==> src/design/rx_pins_defs.vh <==
// Constants for the receive-pin block of the 10/100 transceiver
`ifndef RX_PINS_DEFS_VH
`define RX_PINS_DEFS_VH
`define CLK_MHZ 100
`define RXCLK_100_MHZ_X10 250
`define RXCLK_10_MHZ_X10 25
`define RXCLK_HALF_100 ((`CLK_MHZ * 10) / (`RXCLK_100_MHZ_X10 * 2))
`define RXCLK_HALF_10 ((`CLK_MHZ * 10) / (`RXCLK_10_MHZ_X10 * 2))
`define SFD_BYTE 8'hAB
`define IND_SEL_ACT 2'h0
`define IND_SEL_SPD 2'h1
`define IND_SEL_IRQ 2'h2
`define IND_SEL_PME 2'h3
`define PME_ON_IND1 2'h0
`define PME_ON_IND2 2'h1
`define PME_ON_RXD2 2'h2
`define PME_ON_NONE 2'h3
`define IRQ_ON_DEFAULT 2'h0
`define IRQ_ON_IND1 2'h1
`define IRQ_ON_IND2 2'h2
`endif

==> src/design/rx_pins.v <==
// Receive-side MII/RMII pin logic, straps and indicator routing
// Operation
// - MII nibble MSB on data line 3
// - Lines 0-1: nibble low bits or dibit
// - Error flag raised for errored frame
// - Error pin means LPI when valid low
// - Symbol mode: code-group MSB on line 4
// - Otherwise line 4 acts as error
// - Receive clock 25 or 2.5 MHz
// - Valid only while decoded data present
// - MII collision output follows medium collision
// - MII carrier output follows medium carrier
// - RMII carrier-valid while medium non-idle
// - 10BASE-T RMII data low until SFD
// - No echo of own transmit in 10BASE-T RMII half
// - Three address straps form management address
// - Three mode straps select default mode
// - Straps captured each reset, held after
// - Interface strap low MII, high RMII
// - Indicator 1 function chosen by select field
// - Interrupt defaults to transmit-error shared pin
// - Interrupt routable to indicator 1 or 2
// - Power event routable to ind1, ind2; line 2 route reaches no output pin
`timescale 1ns/1ps
`include "rx_pins_defs.vh"
module rx_pins #(
  parameter FIFO_DEPTH = 8
) (
  input wire mclk_i,
  input wire arst_n_i,
  // Straps, sampled after reset release
  input wire addr_strap_bit0_i,
  input wire addr_strap_bit1_i,
  input wire addr_strap_bit2_i,
  input wire opmode_strap_bit0_i,
  input wire opmode_strap_bit1_i,
  input wire opmode_strap_bit2_i,
  input wire reduced_iface_strap_i,
  input wire irq_pin_function_strap_i,
  // Receive symbol stream from the decoder
  input wire sym_valid_i,
  output wire sym_ready_o,
  input wire [4:0] sym_data_i,
  input wire sym_err_i,
  input wire sym_sof_i,
  input wire sym_eof_i,
  // Medium status, from another domain
  input wire medium_carrier_i,
  input wire medium_collision_i,
  input wire medium_lpi_i,
  input wire tx_active_i,
  // Configuration
  input wire speed_100_i,
  input wire full_duplex_i,
  input wire eee_enable_i,
  input wire symbol_mode_i,
  input wire [1:0] ind1_sel_i,
  input wire [1:0] ind2_sel_i,
  input wire [1:0] irq_route_i,
  input wire [1:0] pme_route_i,
  input wire link_activity_i,
  input wire irq_n_i,
  input wire power_event_n_i,
  // MAC-facing pins
  output reg rx_clk_o,
  output reg [3:0] rxd_o,
  output reg rxd4_rxer_o,
  output reg rx_dv_o,
  output reg col_o,
  output reg crs_o,
  output reg irq_out_n_o,
  output reg status_indicator_1_o,
  output reg status_indicator_2_o,
  output reg [2:0] phy_addr_o,
  output reg [2:0] opmode_o,
  output reg rmii_mode_o,
  output reg irq_pin_is_irq_o
);
  // ****************************************
  // Strap capture
  // ****************************************
  reg strap_done_q;
  always @(posedge mclk_i or negedge arst_n_i)
  begin
    if (!arst_n_i)
    begin
      strap_done_q <= 1'b0;
      phy_addr_o <= 3'h0;
      opmode_o <= 3'h0;
      rmii_mode_o <= 1'b0;
      irq_pin_is_irq_o <= 1'b1;
    end
    else if (!strap_done_q)
    begin
      // First edge after release only; constants under reset
      strap_done_q <= 1'b1;
      phy_addr_o <= {addr_strap_bit2_i, addr_strap_bit1_i, addr_strap_bit0_i};
      opmode_o <= {opmode_strap_bit2_i, opmode_strap_bit1_i, opmode_strap_bit0_i};
      rmii_mode_o <= reduced_iface_strap_i;
      irq_pin_is_irq_o <= irq_pin_function_strap_i;
    end
  end
  // ****************************************
  // Medium status synchronisers
  // ****************************************
  reg [2:0] crs_s_q;
  reg [2:0] col_s_q;
  reg [2:0] lpi_s_q;
  reg crs_f_q;
  reg col_f_q;
  reg lpi_f_q;
  always @(posedge mclk_i or negedge arst_n_i)
  begin
    if (!arst_n_i)
    begin
      crs_s_q <= 3'h0;
      col_s_q <= 3'h0;
      lpi_s_q <= 3'h0;
      crs_f_q <= 1'b0;
      col_f_q <= 1'b0;
      lpi_f_q <= 1'b0;
    end
    else
    begin
      crs_s_q <= {crs_s_q[1:0], medium_carrier_i};
      col_s_q <= {col_s_q[1:0], medium_collision_i};
      lpi_s_q <= {lpi_s_q[1:0], medium_lpi_i};
      // Change accepted once stages two and three agree
      if (crs_s_q[1] == crs_s_q[2])
        crs_f_q <= crs_s_q[2];
      if (col_s_q[1] == col_s_q[2])
        col_f_q <= col_s_q[2];
      if (lpi_s_q[1] == lpi_s_q[2])
        lpi_f_q <= lpi_s_q[2];
    end
  end
  // ****************************************
  // Receive clock divider
  // ****************************************
  localparam integer HALF_100_I = `RXCLK_HALF_100;
  localparam integer HALF_10_I = `RXCLK_HALF_10;
  localparam [7:0] HALF_100 = HALF_100_I[7:0];
  localparam [7:0] HALF_10 = HALF_10_I[7:0];
  reg [7:0] div_q;
  wire [7:0] half_w = speed_100_i ? HALF_100 : HALF_10;
  wire toggle_w = (div_q >= half_w - 8'h01);
  // Outputs update with the falling edge so the MAC samples stable data on rising
  wire launch_w = toggle_w && rx_clk_o;
  always @(posedge mclk_i or negedge arst_n_i)
  begin
    if (!arst_n_i)
    begin
      div_q <= 8'h00;
      rx_clk_o <= 1'b0;
    end
    else if (toggle_w)
    begin
      div_q <= 8'h00;
      rx_clk_o <= ~rx_clk_o;
    end
    else
      div_q <= div_q + 8'h01;
  end
  // ****************************************
  // Symbol buffer
  // ****************************************
  wire f_valid;
  wire f_ready;
  wire [7:0] f_data;
  // Own transmit echo in 10BASE-T RMII half duplex is dropped at the door
  wire echo_w = rmii_mode_o && !speed_100_i && !full_duplex_i && tx_active_i;
  wire push_valid = sym_valid_i && !echo_w;
  wire push_ready;
  assign sym_ready_o = push_ready || echo_w;
  rx_fifo #(.WIDTH(8), .DEPTH(FIFO_DEPTH), .AW(3)) u_fifo (
    .mclk_i(mclk_i),
    .arst_n_i(arst_n_i),
    .in_valid_i(push_valid),
    .in_ready_o(push_ready),
    .in_data_i({sym_eof_i, sym_sof_i, sym_err_i, sym_data_i}),
    .out_valid_o(f_valid),
    .out_ready_i(f_ready),
    .out_data_o(f_data)
  );
  // ****************************************
  // Frame delivery
  // ****************************************
  localparam [2:0] ST_IDLE = 3'b001;
  localparam [2:0] ST_PRE = 3'b010;
  localparam [2:0] ST_DATA = 3'b100;
  reg [2:0] st_q;
  reg frame_err_q;
  reg [7:0] sfd_q;
  assign f_ready = launch_w;
  wire take_w = launch_w && f_valid;
  wire [1:0] dibit_w = f_data[1:0];
  wire [7:0] sfd_d = {dibit_w, sfd_q[7:2]};
  // 10BASE-T RMII hides preamble until SFD is seen
  wire hide_w = rmii_mode_o && !speed_100_i;
  always @(posedge mclk_i or negedge arst_n_i)
  begin
    if (!arst_n_i)
    begin
      st_q <= ST_IDLE;
      frame_err_q <= 1'b0;
      sfd_q <= 8'h00;
      rxd_o <= 4'h0;
      rxd4_rxer_o <= 1'b0;
      rx_dv_o <= 1'b0;
      col_o <= 1'b0;
      crs_o <= 1'b0;
    end
    else if (launch_w)
    begin
      col_o <= rmii_mode_o ? 1'b0 : col_f_q;
      rxd_o <= 4'h0;
      rx_dv_o <= 1'b0;
      rxd4_rxer_o <= eee_enable_i && lpi_f_q && !symbol_mode_i;
      case (st_q)
        ST_IDLE:
        begin
          frame_err_q <= 1'b0;
          sfd_q <= 8'h00;
          if (take_w && f_data[6])
            st_q <= hide_w ? ST_PRE : ST_DATA;
        end
        ST_PRE:
        begin
          if (take_w)
          begin
            sfd_q <= sfd_d;
            if (sfd_d == `SFD_BYTE)
              st_q <= ST_DATA;
            if (f_data[7])
              st_q <= ST_IDLE;
          end
        end
        default:
        begin
          if (take_w)
          begin
            rx_dv_o <= 1'b1;
            if (rmii_mode_o)
              rxd_o <= {2'h0, dibit_w};
            else
              rxd_o <= f_data[3:0];
            frame_err_q <= frame_err_q || f_data[5];
            if (symbol_mode_i)
              rxd4_rxer_o <= f_data[4];
            else
              rxd4_rxer_o <= frame_err_q || f_data[5];
            if (f_data[7])
              st_q <= ST_IDLE;
          end
        end
      endcase
      // RMII: carrier and valid share one pin while medium busy
      if (rmii_mode_o)
        crs_o <= crs_f_q || (st_q != ST_IDLE);
      else
        crs_o <= crs_f_q;
    end
  end
  // ****************************************
  // Interrupt and power-event routing
  // ****************************************
  function ind_fn;
    input [1:0] sel;
    input act;
    input spd;
    input irq;
    input pme;
    begin
      if (sel == `IND_SEL_ACT)
        ind_fn = act;
      else if (sel == `IND_SEL_SPD)
        ind_fn = spd;
      else if (sel == `IND_SEL_IRQ)
        ind_fn = irq;
      else
        ind_fn = pme;
    end
  endfunction
  always @(posedge mclk_i or negedge arst_n_i)
  begin
    if (!arst_n_i)
    begin
      irq_out_n_o <= 1'b1;
      status_indicator_1_o <= 1'b0;
      status_indicator_2_o <= 1'b0;
    end
    else
    begin
      // Default pin carries the interrupt only when routed there and strapped so
      irq_out_n_o <= (irq_route_i == `IRQ_ON_DEFAULT && irq_pin_is_irq_o) ? irq_n_i : 1'b1;
      status_indicator_1_o <= (irq_route_i == `IRQ_ON_IND1) ? irq_n_i :
        (pme_route_i == `PME_ON_IND1) ? power_event_n_i :
        ind_fn(ind1_sel_i, link_activity_i, speed_100_i, irq_n_i, power_event_n_i);
      status_indicator_2_o <= (irq_route_i == `IRQ_ON_IND2) ? irq_n_i :
        (pme_route_i == `PME_ON_IND2) ? power_event_n_i :
        ind_fn(ind2_sel_i, link_activity_i, speed_100_i, irq_n_i, power_event_n_i);
    end
  end
  // Line 2 is free in RMII; the power event is muxed onto rxd2_pme_n here, which drives no pin
  reg rxd2_pme_n;
  always @*
  begin
    rxd2_pme_n = rxd_o[2];
    if (rmii_mode_o && pme_route_i == `PME_ON_RXD2)
      rxd2_pme_n = power_event_n_i;
  end
endmodule // rx_pins

==> src/design/rx_fifo.v <==
// Small valid/ready FIFO for receive symbols
`timescale 1ns/1ps
module rx_fifo #(
  parameter WIDTH = 8,
  parameter DEPTH = 8,
  parameter AW = 3
) (
  input wire mclk_i,
  input wire arst_n_i,
  input wire in_valid_i,
  output wire in_ready_o,
  input wire [WIDTH-1:0] in_data_i,
  output wire out_valid_o,
  input wire out_ready_i,
  output wire [WIDTH-1:0] out_data_o
);
  reg [WIDTH-1:0] mem [0:DEPTH-1];
  reg [AW:0] wr_q;
  reg [AW:0] rd_q;
  wire [AW:0] fill = wr_q - rd_q;
  assign in_ready_o = (fill != DEPTH[AW:0]);
  assign out_valid_o = (fill != {(AW+1){1'b0}});
  assign out_data_o = mem[rd_q[AW-1:0]];
  always @(posedge mclk_i)
  begin
    if (in_valid_i && in_ready_o)
      mem[wr_q[AW-1:0]] <= in_data_i;
  end
  always @(posedge mclk_i or negedge arst_n_i)
  begin
    if (!arst_n_i)
    begin
      wr_q <= {(AW+1){1'b0}};
      rd_q <= {(AW+1){1'b0}};
    end
    else
    begin
      if (in_valid_i && in_ready_o)
        wr_q <= wr_q + 1'b1;
      if (out_valid_o && out_ready_i)
        rd_q <= rd_q + 1'b1;
    end
  end
endmodule // rx_fifo

==> config.mk <==
export PLATFORM = sky130hd
export DESIGN_NAME = rx_pins
export DESIGN_NICKNAME = d
export VERILOG_FILES = /design/src/design/rx_pins.v /design/src/design/rx_fifo.v
export VERILOG_INCLUDE_DIRS = /design/src /design/src/design
export SDC_FILE = /design/constraint.sdc
export NUM_CORES = 1
export LEC_CHECK = 0
export ABC_AREA = 1
export BUFFER_PORTS_ARGS = -buffer_cell sky130_fd_sc_hd__buf_4
export CAP_MARGIN = 10
export CORE_MARGIN = 2
export CORE_UTILIZATION = 65
export CTS_BUF_LIST = sky130_fd_sc_hd__clkbuf_8
export CTS_CLUSTER_DIAMETER = 100
export DETAILED_ROUTE_END_ITERATION = 8
export HOLD_SLACK_MARGIN = 0.06
export PLACE_DENSITY_LB_ADDON = 0.1
export SETUP_SLACK_MARGIN = 0.2
export SLEW_MARGIN = 20
export SYNTH_ARGS = -nofsm -noshare
export SYNTH_HDL_FRONTEND = slang
export SYNTH_HIERARCHICAL = 1
export SYNTH_SLANG_ARGS = --single-unit
==> constraint.sdc <==
create_clock -name mclk_i -period 7 [get_ports mclk_i]
set_clock_uncertainty 0.05 [all_clocks]
set_input_delay 0.35 -clock mclk_i [delete_from_list [all_inputs] [get_ports mclk_i]]
set_output_delay 0.35 -clock mclk_i [all_outputs]
set_load 0.05 [all_outputs]
== After elaboration in Yosys (flattened, before gate mapping) ==
Memory sizes are Yosys's and may differ from the RTL's.
Index checks and enable logic that the tools add are counted.
Operators by class
  add/sub/neg operators: 5
  $lt $le $gt $ge: 1
  eq/ne operators: 18
  mux-type cells: 37
  bitwise gates (word level): 2
  reductions and logical operators: 30
Operator list (count)
  $mux 1: 21
  $mux 3: 7
  $mux 8: 2
  $pmux 8 s2: 1
  $mux 4: 3
  $logic_and 1x1->1: 11
  $add 4x1->4 const B: 2
  $add 8x1->8 const B: 1
  $eq 2x1->1 const B: 4
  $eq 8x8->1 const B: 1
  $ge 8x8->1: 1
  $logic_not 2->1: 4
  $eq 2x2->1 const B: 3
  $pmux 3 s2: 1
  $reduce_and 3->1: 2
  $reduce_and 6->1: 1
  $sub 5x1->6 const B: 1
  $mux 5: 1
  $logic_not 1->1: 4
  $ne 2x2->1 const B: 2
  $ne 4x4->1 const B: 1
  $reduce_bool 2->1: 2
  $reduce_bool 4->1: 1
  $sub 4x4->4: 1
  10 further kinds: 15
Word-level totals
  register bits: 61
  memory bits (writable): 64
  bits of input ports: 38
  output and inout bits: 21
  memories: 1
Memories
  u_fifo.mem: depth 8, bits a word 8, rd ports 1, clocked after Yosys merged registers in 0, write ports 1, RTL line rx_fifo.v:17  | reg [WIDTH-1:0] mem [0:DEPTH-1];

== Logic depth before layout (Yosys ltp) ==
Gate-level depths: netlist (run 1).
  word-level depth: 9
  mapped depth: 17
  gate-level depth less buffers: 15

== By module ==
The synthesis (run 1) kept the hierarchy.
Modules (own cells, without submodules)
  rx_fifo: instances 1, cells an instance 277, area each 3124.2 sq um
  rx_pins: instances 1, cells an instance 227, area each 2250.9 sq um

== Least setup slack after synthesis (run 1) ==
OpenSTA, ideal clock, no wires.
  path kind: register to register
  start point: reg u_fifo.rd_q[2]
  end point: mem u_fifo.mem[4][0] (enable)
  library setup time: 370 ps
  data arrival time: 2027 ps
  required time: 6580 ps
  setup slack: 4553 ps
  cell stages (with the launch flop): 10
  path buffers: 1
  clock period less this slack: 2447 ps
  path through: dfrtp_1 buf_2 clkinv_1 ha_1 or2_4 nand3_1 nand2_2 nand2_4 nand3_4 nor2_1
On the way
  cells in the longest elaborated chain, start to end: 5
Ends and longest elaborated chain
  start, declared: RTL line rx_fifo.v:19  | reg [AW:0] rd_q;
  start signal, assigned: RTL line rx_fifo.v:34  | rd_q <= {(AW+1){1'b0}};
  start signal, assigned: RTL line rx_fifo.v:41  | rd_q <= rd_q + 1'b1;
  $sub 4x4->4: RTL line rx_fifo.v:20  | wire [AW:0] fill = wr_q - rd_q;
  $ne 4x4->1: RTL line rx_fifo.v:21  | assign in_ready_o = (fill != DEPTH[AW:0]);
  via push_ready: RTL line rx_pins.v:173  | wire push_ready;
  $logic_and 1x1->1: RTL line rx_fifo.v:26  | if (in_valid_i && in_ready_o)
  $mux 1: RTL line rx_fifo.v:26
  $mux 1 (not written as such): RTL line rx_fifo.v:27  | mem[wr_q[AW-1:0]] <= in_data_i;
  end, declared: RTL line rx_fifo.v:17
The timed path passes the listed nets, and every way through them passes these cells.

== Worst setup path in the final report (run 1) ==
  start point: reg u_fifo.rd_q[2]
  end point: out sym_ready_o
On the way
  cells in the longest elaborated chain, start to end: 3
Ends and longest elaborated chain
  $sub 4x4->4: RTL line rx_fifo.v:20
  $ne 4x4->1: RTL line rx_fifo.v:21
  via push_ready: RTL line rx_pins.v:173
  $logic_or 1x1->1: RTL line rx_pins.v:174  | assign sym_ready_o = push_ready || echo_w;
  end, declared: RTL line rx_pins.v:42  | output wire sym_ready_o,
The timed path passes the listed nets, and every way through them passes these cells.

==> summary.txt, run 1 <==
Total grt overflow: 0
First-pass GRT wire length: 17700 um
Drt first pass iters: 5
Final Setup Violations: 0
Status: completed
CP Buf/Inv Count: 2
CTS Buffer Depth: 2
Warnings, synthesis: 6
CTS tree: done
Max IR drop VDD: 0.304 mV
Final ANT Viol Nets: 0
# port buffers: 58
Share of cells above drive strength 1: 22.4%
Top FF cell, synth: edfxtp_1
Worst Tran Pin Value: 997 ps
EDFF count, synth: 64
Number of synthesized register bits: 123
Reg area: 3400 sq um
Lkg Pwr: 2.73 nW
Chip width: 94.9 um
# DRC: 0
Post-synth top area share: 35.8%
Multi-input gate area: 1760 sq um
Routed vias: 3801
HP Class: in -> reg
Standard-cell rows: 33
Clock Latency Late Sink: 430 ps
Root buf cell: clkbuf_8
Initial antenna violation count: 0
CP Class: reg -> out
Max Freq: 317 MHz
Pin count of the biggest net entering global routing: 60
# Max-Cap Violations: 0
Max-slew violations: 0
Boundary Pins: 59
Wire per inst: 16.6 um
Synthesized area per cell: 10.7 sq um
WP data required: 6600 ps
Crit. End Element: primary output
Antenna fix cells: 0
Final WL: 11400 um
Largest family of logic cells by synthesized area: simple AND/OR/NAND/NOR gates
CP Max Fanout: 12
Synth async-reset ratio: 48.0%
Post-Synth XOR/XNOR Area: 0.489%
Num Clock Sinks: 123
Synth Area in Compound Gates: 8.43%
Setup repair after global routing missed its margin: no
Synth area leader: edfxtp_1
Mapped Area: 5380 sq um
Synth-to-layout area growth: 16.6%
Gp weighted congestion: 0.945
CP max stage cell: dfrtp_1
First-iteration detailed-routing DRC count: 228
Setup Fix Bufs, Post-CTS: 0
Mux contribution to synthesized area: 1.47%
Die Footprint: 9010 sq um
Arrival time at the worst endpoint: 2750 ps
CP peak stage delay: 570 ps
Core area: 8130 sq um
Period utilization: 45.0%
CP most frequent cell: nand2_2
Synth Area in Adders: 2.42%
Top delay family on crit path: simple AND/OR/NAND/NOR gates
Post-detail-place hpwl: 8120 um
Synth Instances: 504
Final-report hold violation count: 0
Die Ht: 94.9 um
Layout net count: 618
Post-Layout Cell Count: 690
Pwr/cell area: 402 nW/um^2
Seq/Total Area, Yosys: 63.3%
Tot GR Track Use: 27.1%
Design Power: 2.52 mW
Slew HR: 33.5%
Placed cells: 654
CTS clk-pin slew, worst paths: 90 ps
Netlist cell types: 42
Critical-path cell list: clkinv_1 > ha_1 > or2_4 > nand2_2 > nand2_2 > nand2_2 > nand2_4 > or2_2 > buf_4
TritonCTS Buffers: 17
Number of global-route vias before repair: 3691
Initial core utilization: 66.1%
Fill count: 541
H-Tree Depth: 4
Post-detailed-route via-to-cell ratio: 5.51
Final worst path period need: 3150 ps
Final setup TNS: 0 ps
Synth area leaders: edfxtp_1 (36%), dfrtp_1 (26%), nand2_1 (7.7%)
CP Launch Type: flop
Synth Area in Simple Gates: 19.7%
==> cells in the final DEF, fill, tap and decap left out, types with 4 or more instances in the layout <==
cell and n:
inv_6 7, a21oi_1 8, o21ai_1 14, mux2_2 7
inv_1 32, buf_4 58, nand2_1 110, edfxtp_1 64
o22ai_1 18, nand3_1 16, dfrtp_1 56, dlygate4sd3_1 4
inv_2 4, o21ai_0 37, ha_1 8, nand2_4 5
nand2_2 7, nor2_1 64, clkbuf_8 17
==> registers in the layout, summed over array words and instances, names as in the netlist, 4 cells and up <==
signal and flops:
u_fifo/wr_q 4, rxd_o 4, div_q 8, sfd_q 6, u_fifo/rd_q 4, u_fifo/mem 64
==> cell type report <==
class	count	share of cell area, %
multi-input cells	332	28.0
repair buffers	62	7.58
flip-flops and latches	123	54.3
clock inverters	15	2.12
clock buffers	17	3.73
well taps	105	2.10
inverters	36	2.16
==> logic make-up after synthesis <==
logic type,Yosys count
adder cells (fa/ha/maj),11
AND/OR/NAND/NOR,225
buffers and inverters,50
flip-flops,123
multiplexers,7
other,2
AO/OA/AOI/OAI,83
XOR/XNOR,3
==> metrics by stage <==
step | setup WS [ps] | cell area (sq um) | utilization (%) | hold slack [ps]
2_1_floorplan | 4550 | 5380 | - | 4.41
3_3_place_gp | 4240 | 5860 | 72.1 | 285
3_5_place_dp | 4180 | 5860 | 72.1 | 288
4_1_cts | 3840 | 6270 | 77.1 | 68.0
5_1_grt | 3630 | 6270 | 77.1 | 64.6
6_report | 3850 | 6270 | 77.1 | 90.9
==> path summary, 6_finish.rpt <==
| kind | from | endpoint | slack [ps] | depth (start not counted) |
|---|---|---|---|---|
| setup / recovery | u_fifo/rd_q[2] | sym_ready_o | 3850 | 9 |
| hold / removal | addr_strap_bit0_i | phy_addr_o[0] | 90 | 2 |
| setup reg to reg | u_fifo/rd_q[1] | u_fifo/mem[5][4] | 4110 | 8 |
| hold reg to reg | crs_s_q[0] | crs_s_q[1] | 300 | 0 |
| max in group asynchronous | arst_n_i | col_s_q[2] | 5960 | 2 |
| min in group asynchronous | arst_n_i | sfd_q[2] | 460 | 2 |
==> synthesized netlist by cell type (4+ instances only) <==
master      n
nand2_1   110
edfxtp_1   64
nor2_1     64
dfrtp_1    56
o21ai_0    37
inv_1      31
o22ai_1    18
nand3_1    16
o21ai_1    14
buf_2       9
a21oi_1     8
ha_1        8
mux2_2      7
nand2_2     7
nand2_4     5
inv_2       4
==> layer usage <==
metal / wire (um) / global-route usage (%) / vias to the layer above
met1: 4530 / 33.0 / 1815
li1: - / - / 1844
met3: 616 / 8.14 / 22
met2: 5990 / 45.4 / 120
met4: 299 / 10.7 / 0
met5: 0 / 0 / -
==> where the power goes <==
part | switching (mW) | total (mW) | internal [mW] | leakage [nW]
clock | 0.311 | 0.568 | 0.257 | 0.181
sequential | 0.118 | 1.01 | 0.896 | 1.31
combinational | 0.634 | 0.935 | 0.301 | 1.24
==> repair_timing <==
item	in CTS	in global routing
hold buffers	4	0
endpoints found under the hold margin	59	0
resized for setup	0	0
Note: power is estimated with default switching activity, not from simulation.
==> inputs of run 2 (changes only) <==
--- a/config.mk
+++ b/config.mk
@@ -10,7 +10,7 @@
 export BUFFER_PORTS_ARGS = -buffer_cell sky130_fd_sc_hd__buf_4
 export CAP_MARGIN = 10
 export CORE_MARGIN = 2
-export CORE_UTILIZATION = 65
+export CORE_UTILIZATION = 55
 export CTS_BUF_LIST = sky130_fd_sc_hd__clkbuf_8
 export CTS_CLUSTER_DIAMETER = 100
 export DETAILED_ROUTE_END_ITERATION = 8
==> constraint.sdc (replaced) <==
create_clock -name mclk_i -period 2.7 [get_ports mclk_i]
set_clock_uncertainty 0.05 [all_clocks]
set_input_delay 0.135 -clock mclk_i [delete_from_list [all_inputs] [get_ports mclk_i]]
set_output_delay 0.135 -clock mclk_i [all_outputs]
set_load 0.05 [all_outputs]
==> run 2 against run 1 <==
Against the previous run:
- clock-buffer cell count unchanged
- combinational power rose to 3.1 times the previous value
- clock power increased to 3.4 times the previous value
- sequential share of layout area decreased by 5.0 points
- total power increased to 2.9 times the previous value
- sequential power grew to 2.5 times the previous value
- worst hold slack better by 39 ps
- core utilization decreased by 5.4 points
- register-to-register slack lost 3700 ps
- die area is 17% higher
- final cell count increased by 12%
- critical path type unchanged
==> summary.txt, run 2 (synthesized netlist as in run 1, its figures left out) <==
Highest-count cells in the layout ignoring fill and taps: nand2_1 (108), buf_4 (81), nor2_1 (64), edfxtp_1 (64), dfrtp_1 (52) (was nand2_1 (110), nor2_1 (64), edfxtp_1 (64), buf_4 (58), dfrtp_1 (56))
Die Ht: 103 um (was 94.9 um)
HP Class: in -> reg (unchanged)
CP Max Fanout: 19 (was 12)
Share of cells above drive strength 1: 25.6% (was 22.4%)
Initial core utilization: 55.8% (was 66.1%)
FF-to-FF path depth: 14 (was 8)
Design Power: 7.33 mW (was 2.52 mW)
Worst Tran Pin Value: 740 ps (was 997 ps)
Critical-path cell list: buf_8 > ha_1 > inv_1 > nand2_2 > nand3_1 > nand2_1 > nor2_4 > nand2_4 > or2_2 > buf_6 (was clkinv_1 > ha_1 > or2_4 > nand2_2 > nand2_2 > nand2_2 > nand2_4 > or2_2 > buf_4)
CTS tree: done (unchanged)
Final Setup Violations: 0 (unchanged)
# Max-Cap Violations: 0 (unchanged)
Design Area, Final: 6910 sq um (was 6270 sq um)
Pin count of the biggest net entering global routing: 60 (unchanged)
Hold WS: 130 ps (was 90.9 ps)
Lkg Pwr: 3.02 nW (was 2.73 nW)
Final ANT Viol Nets: 0 (unchanged)
H-Tree Depth: 4 (unchanged)
Boundary Pins: 59 (unchanged)
Standard-cell rows: 36 (was 33)
Number of global-route vias before repair: 3842 (was 3691)
Arrival time at the worst endpoint: 2180 ps (was 2750 ps)
Synth-to-layout area growth: 28.6% (was 16.6%)
Slew HR: 50.7% (was 33.5%)
Post-detailed-route via-to-cell ratio: 5.20 (was 5.51)
First-iteration detailed-routing DRC count: 212 (was 228)
Pwr/cell area: 1060 nW/um^2 (was 402 nW/um^2)
Gp weighted congestion: 0.876 (was 0.945)
Max Freq: 424 MHz
Wire per inst: 15.3 um (was 16.6 um)
Status: completed (unchanged)
DP Worst Slack: 424 ps (was 4180 ps)
Min-delay src: sym_valid_i (was addr_strap_bit0_i)
CP Launch Type: flop (unchanged)
Top delay family on crit path: simple AND/OR/NAND/NOR gates (unchanged)
Num Clock Sinks: 123 (unchanged)
Antenna fix cells: 0 (unchanged)
CP Buf/Inv Count: 3 (was 2)
Total grt overflow: 0 (unchanged)
CP Class: reg -> out (unchanged)
# port buffers: 58 (unchanged)
CTS Buffer Depth: 2 (unchanged)
Reg2reg end: st_q[0] (was u_fifo/mem[5][4])
Clock Latency Late Sink: 440 ps (was 430 ps)
Final setup TNS: 0 ps (unchanged)
CP max stage cell: dfrtp_1 (unchanged)
TritonCTS Buffers: 17 (unchanged)
Commonest non-fill, non-tap cell in the layout: nand2_1 (unchanged)
Routed vias: 4007 (was 3801)
Initial antenna violation count: 0 (unchanged)
Post-detail-place hpwl: 7930 um (was 8120 um)
Layout net count: 670 (was 618)
Setup repair after global routing missed its margin: no (unchanged)
Max IR drop VDD: 0.615 mV (was 0.304 mV)
Worst flop-to-flop path startpoint: u_fifo/rd_q[0] (was u_fifo/rd_q[1])
Final-report hold violation count: 0 (unchanged)
CTS clk-pin slew, worst paths: 80 ps (was 90 ps)
CP peak stage delay: 410 ps (was 570 ps)
Drt first pass iters: 4 (was 5)
Worst Hold End: u_fifo/wr_q[2] (was phy_addr_o[0])
Max-slew violations: 0 (unchanged)
Crit. End Element: primary output (unchanged)
Flop2flop setup slack: 410 ps (was 4110 ps)
Period utilization: 87.4%
First-pass GRT wire length: 18400 um (was 17700 um)
Worst setup margin: 339 ps (was 3850 ps)
Final WL: 11800 um (was 11400 um)
Tot GR Track Use: 23.6% (was 27.1%)
WP data required: 2520 ps (was 6600 ps)
WHS Path Cells: 6 (was 2)
Area after DPL: 5990 sq um (was 5860 sq um)
Final worst path period need: 2360 ps
Chip width: 103 um (was 94.9 um)
Root buf cell: clkbuf_8 (unchanged)
Max FFs per register: 64 (unchanged)
Die Footprint: 10600 sq um (was 9010 sq um)
Core area: 9640 sq um (was 8130 sq um)
# DRC: 0 (unchanged)
-- run 2: power by group --
| part | total [mW] | leakage (nW) | switching, mW | internal [mW] |
|---|---|---|---|---|
| combinational | 2.87 | 1.48 | 1.83 | 1.04 |
| clock | 1.93 | 0.241 | 0.735 | 1.20 |
| sequential | 2.53 | 1.31 | 0.198 | 2.33 |
-- run 2: stage by stage --
step	util, %	instances
floorplan	-	505
global placement	62.2	695
detailed placement	62.2	695
CTS	70.8	762
global route	71.7	770
finish	71.7	770
-- run 2: per-layer routing --
metal  vias up  track usage, %  share of wire, %  wire length (um)
met5         -               0                 0                 0
li1       1942               -                 -                 -
met2       116            37.3                48              5680
met4         0            8.60               1.9               227
met1      1928            31.7                45              5260
met3        21            6.78               5.4               640
-- run 2: area by class of cell --
type	instances	area [sq um]
Clock inverter	15	246
Inverter	36	138
Timing Repair Buffer	114	945
Clock buffer	17	234
Tap cell	133	166
Sequential cell	123	3410
Multi-Input combinational cell	332	1780
Fill cell	737	2730
-- run 2: worst max-delay path by stage --
| stage | from | endpoint | cells past startpoint |
|---|---|---|---|
| after floorplan | u_fifo/rd_q[2] | u_fifo/mem[4][0] | 9 |
| after detailed placement | u_fifo/rd_q[2] | u_fifo/mem[0][7] | 9 |
| final | u_fifo/rd_q[0] | sym_ready_o | 10 |
| after global placement | u_fifo/rd_q[2] | u_fifo/mem[2][2] | 9 |
| after CTS | u_fifo/wr_q[2] | sym_ready_o | 8 |
| after global routing | u_fifo/rd_q[0] | sym_ready_o | 10 |
-- run 2: worst min-delay path: cells and delay by family --
kind                   cells  cell delay [ps]
AND/OR/NAND/NOR            3              160
buffers and inverters      3              290
-- run 2: timing repair --
action                     4_1_cts  5_1_grt
setup endpoints to repair        1        1
pin swaps                        0        2
hold buffers                    31        0
resized for setup                6        6
hold endpoints to repair       136        0
cloned                           0        0
setup buffers                    4        8
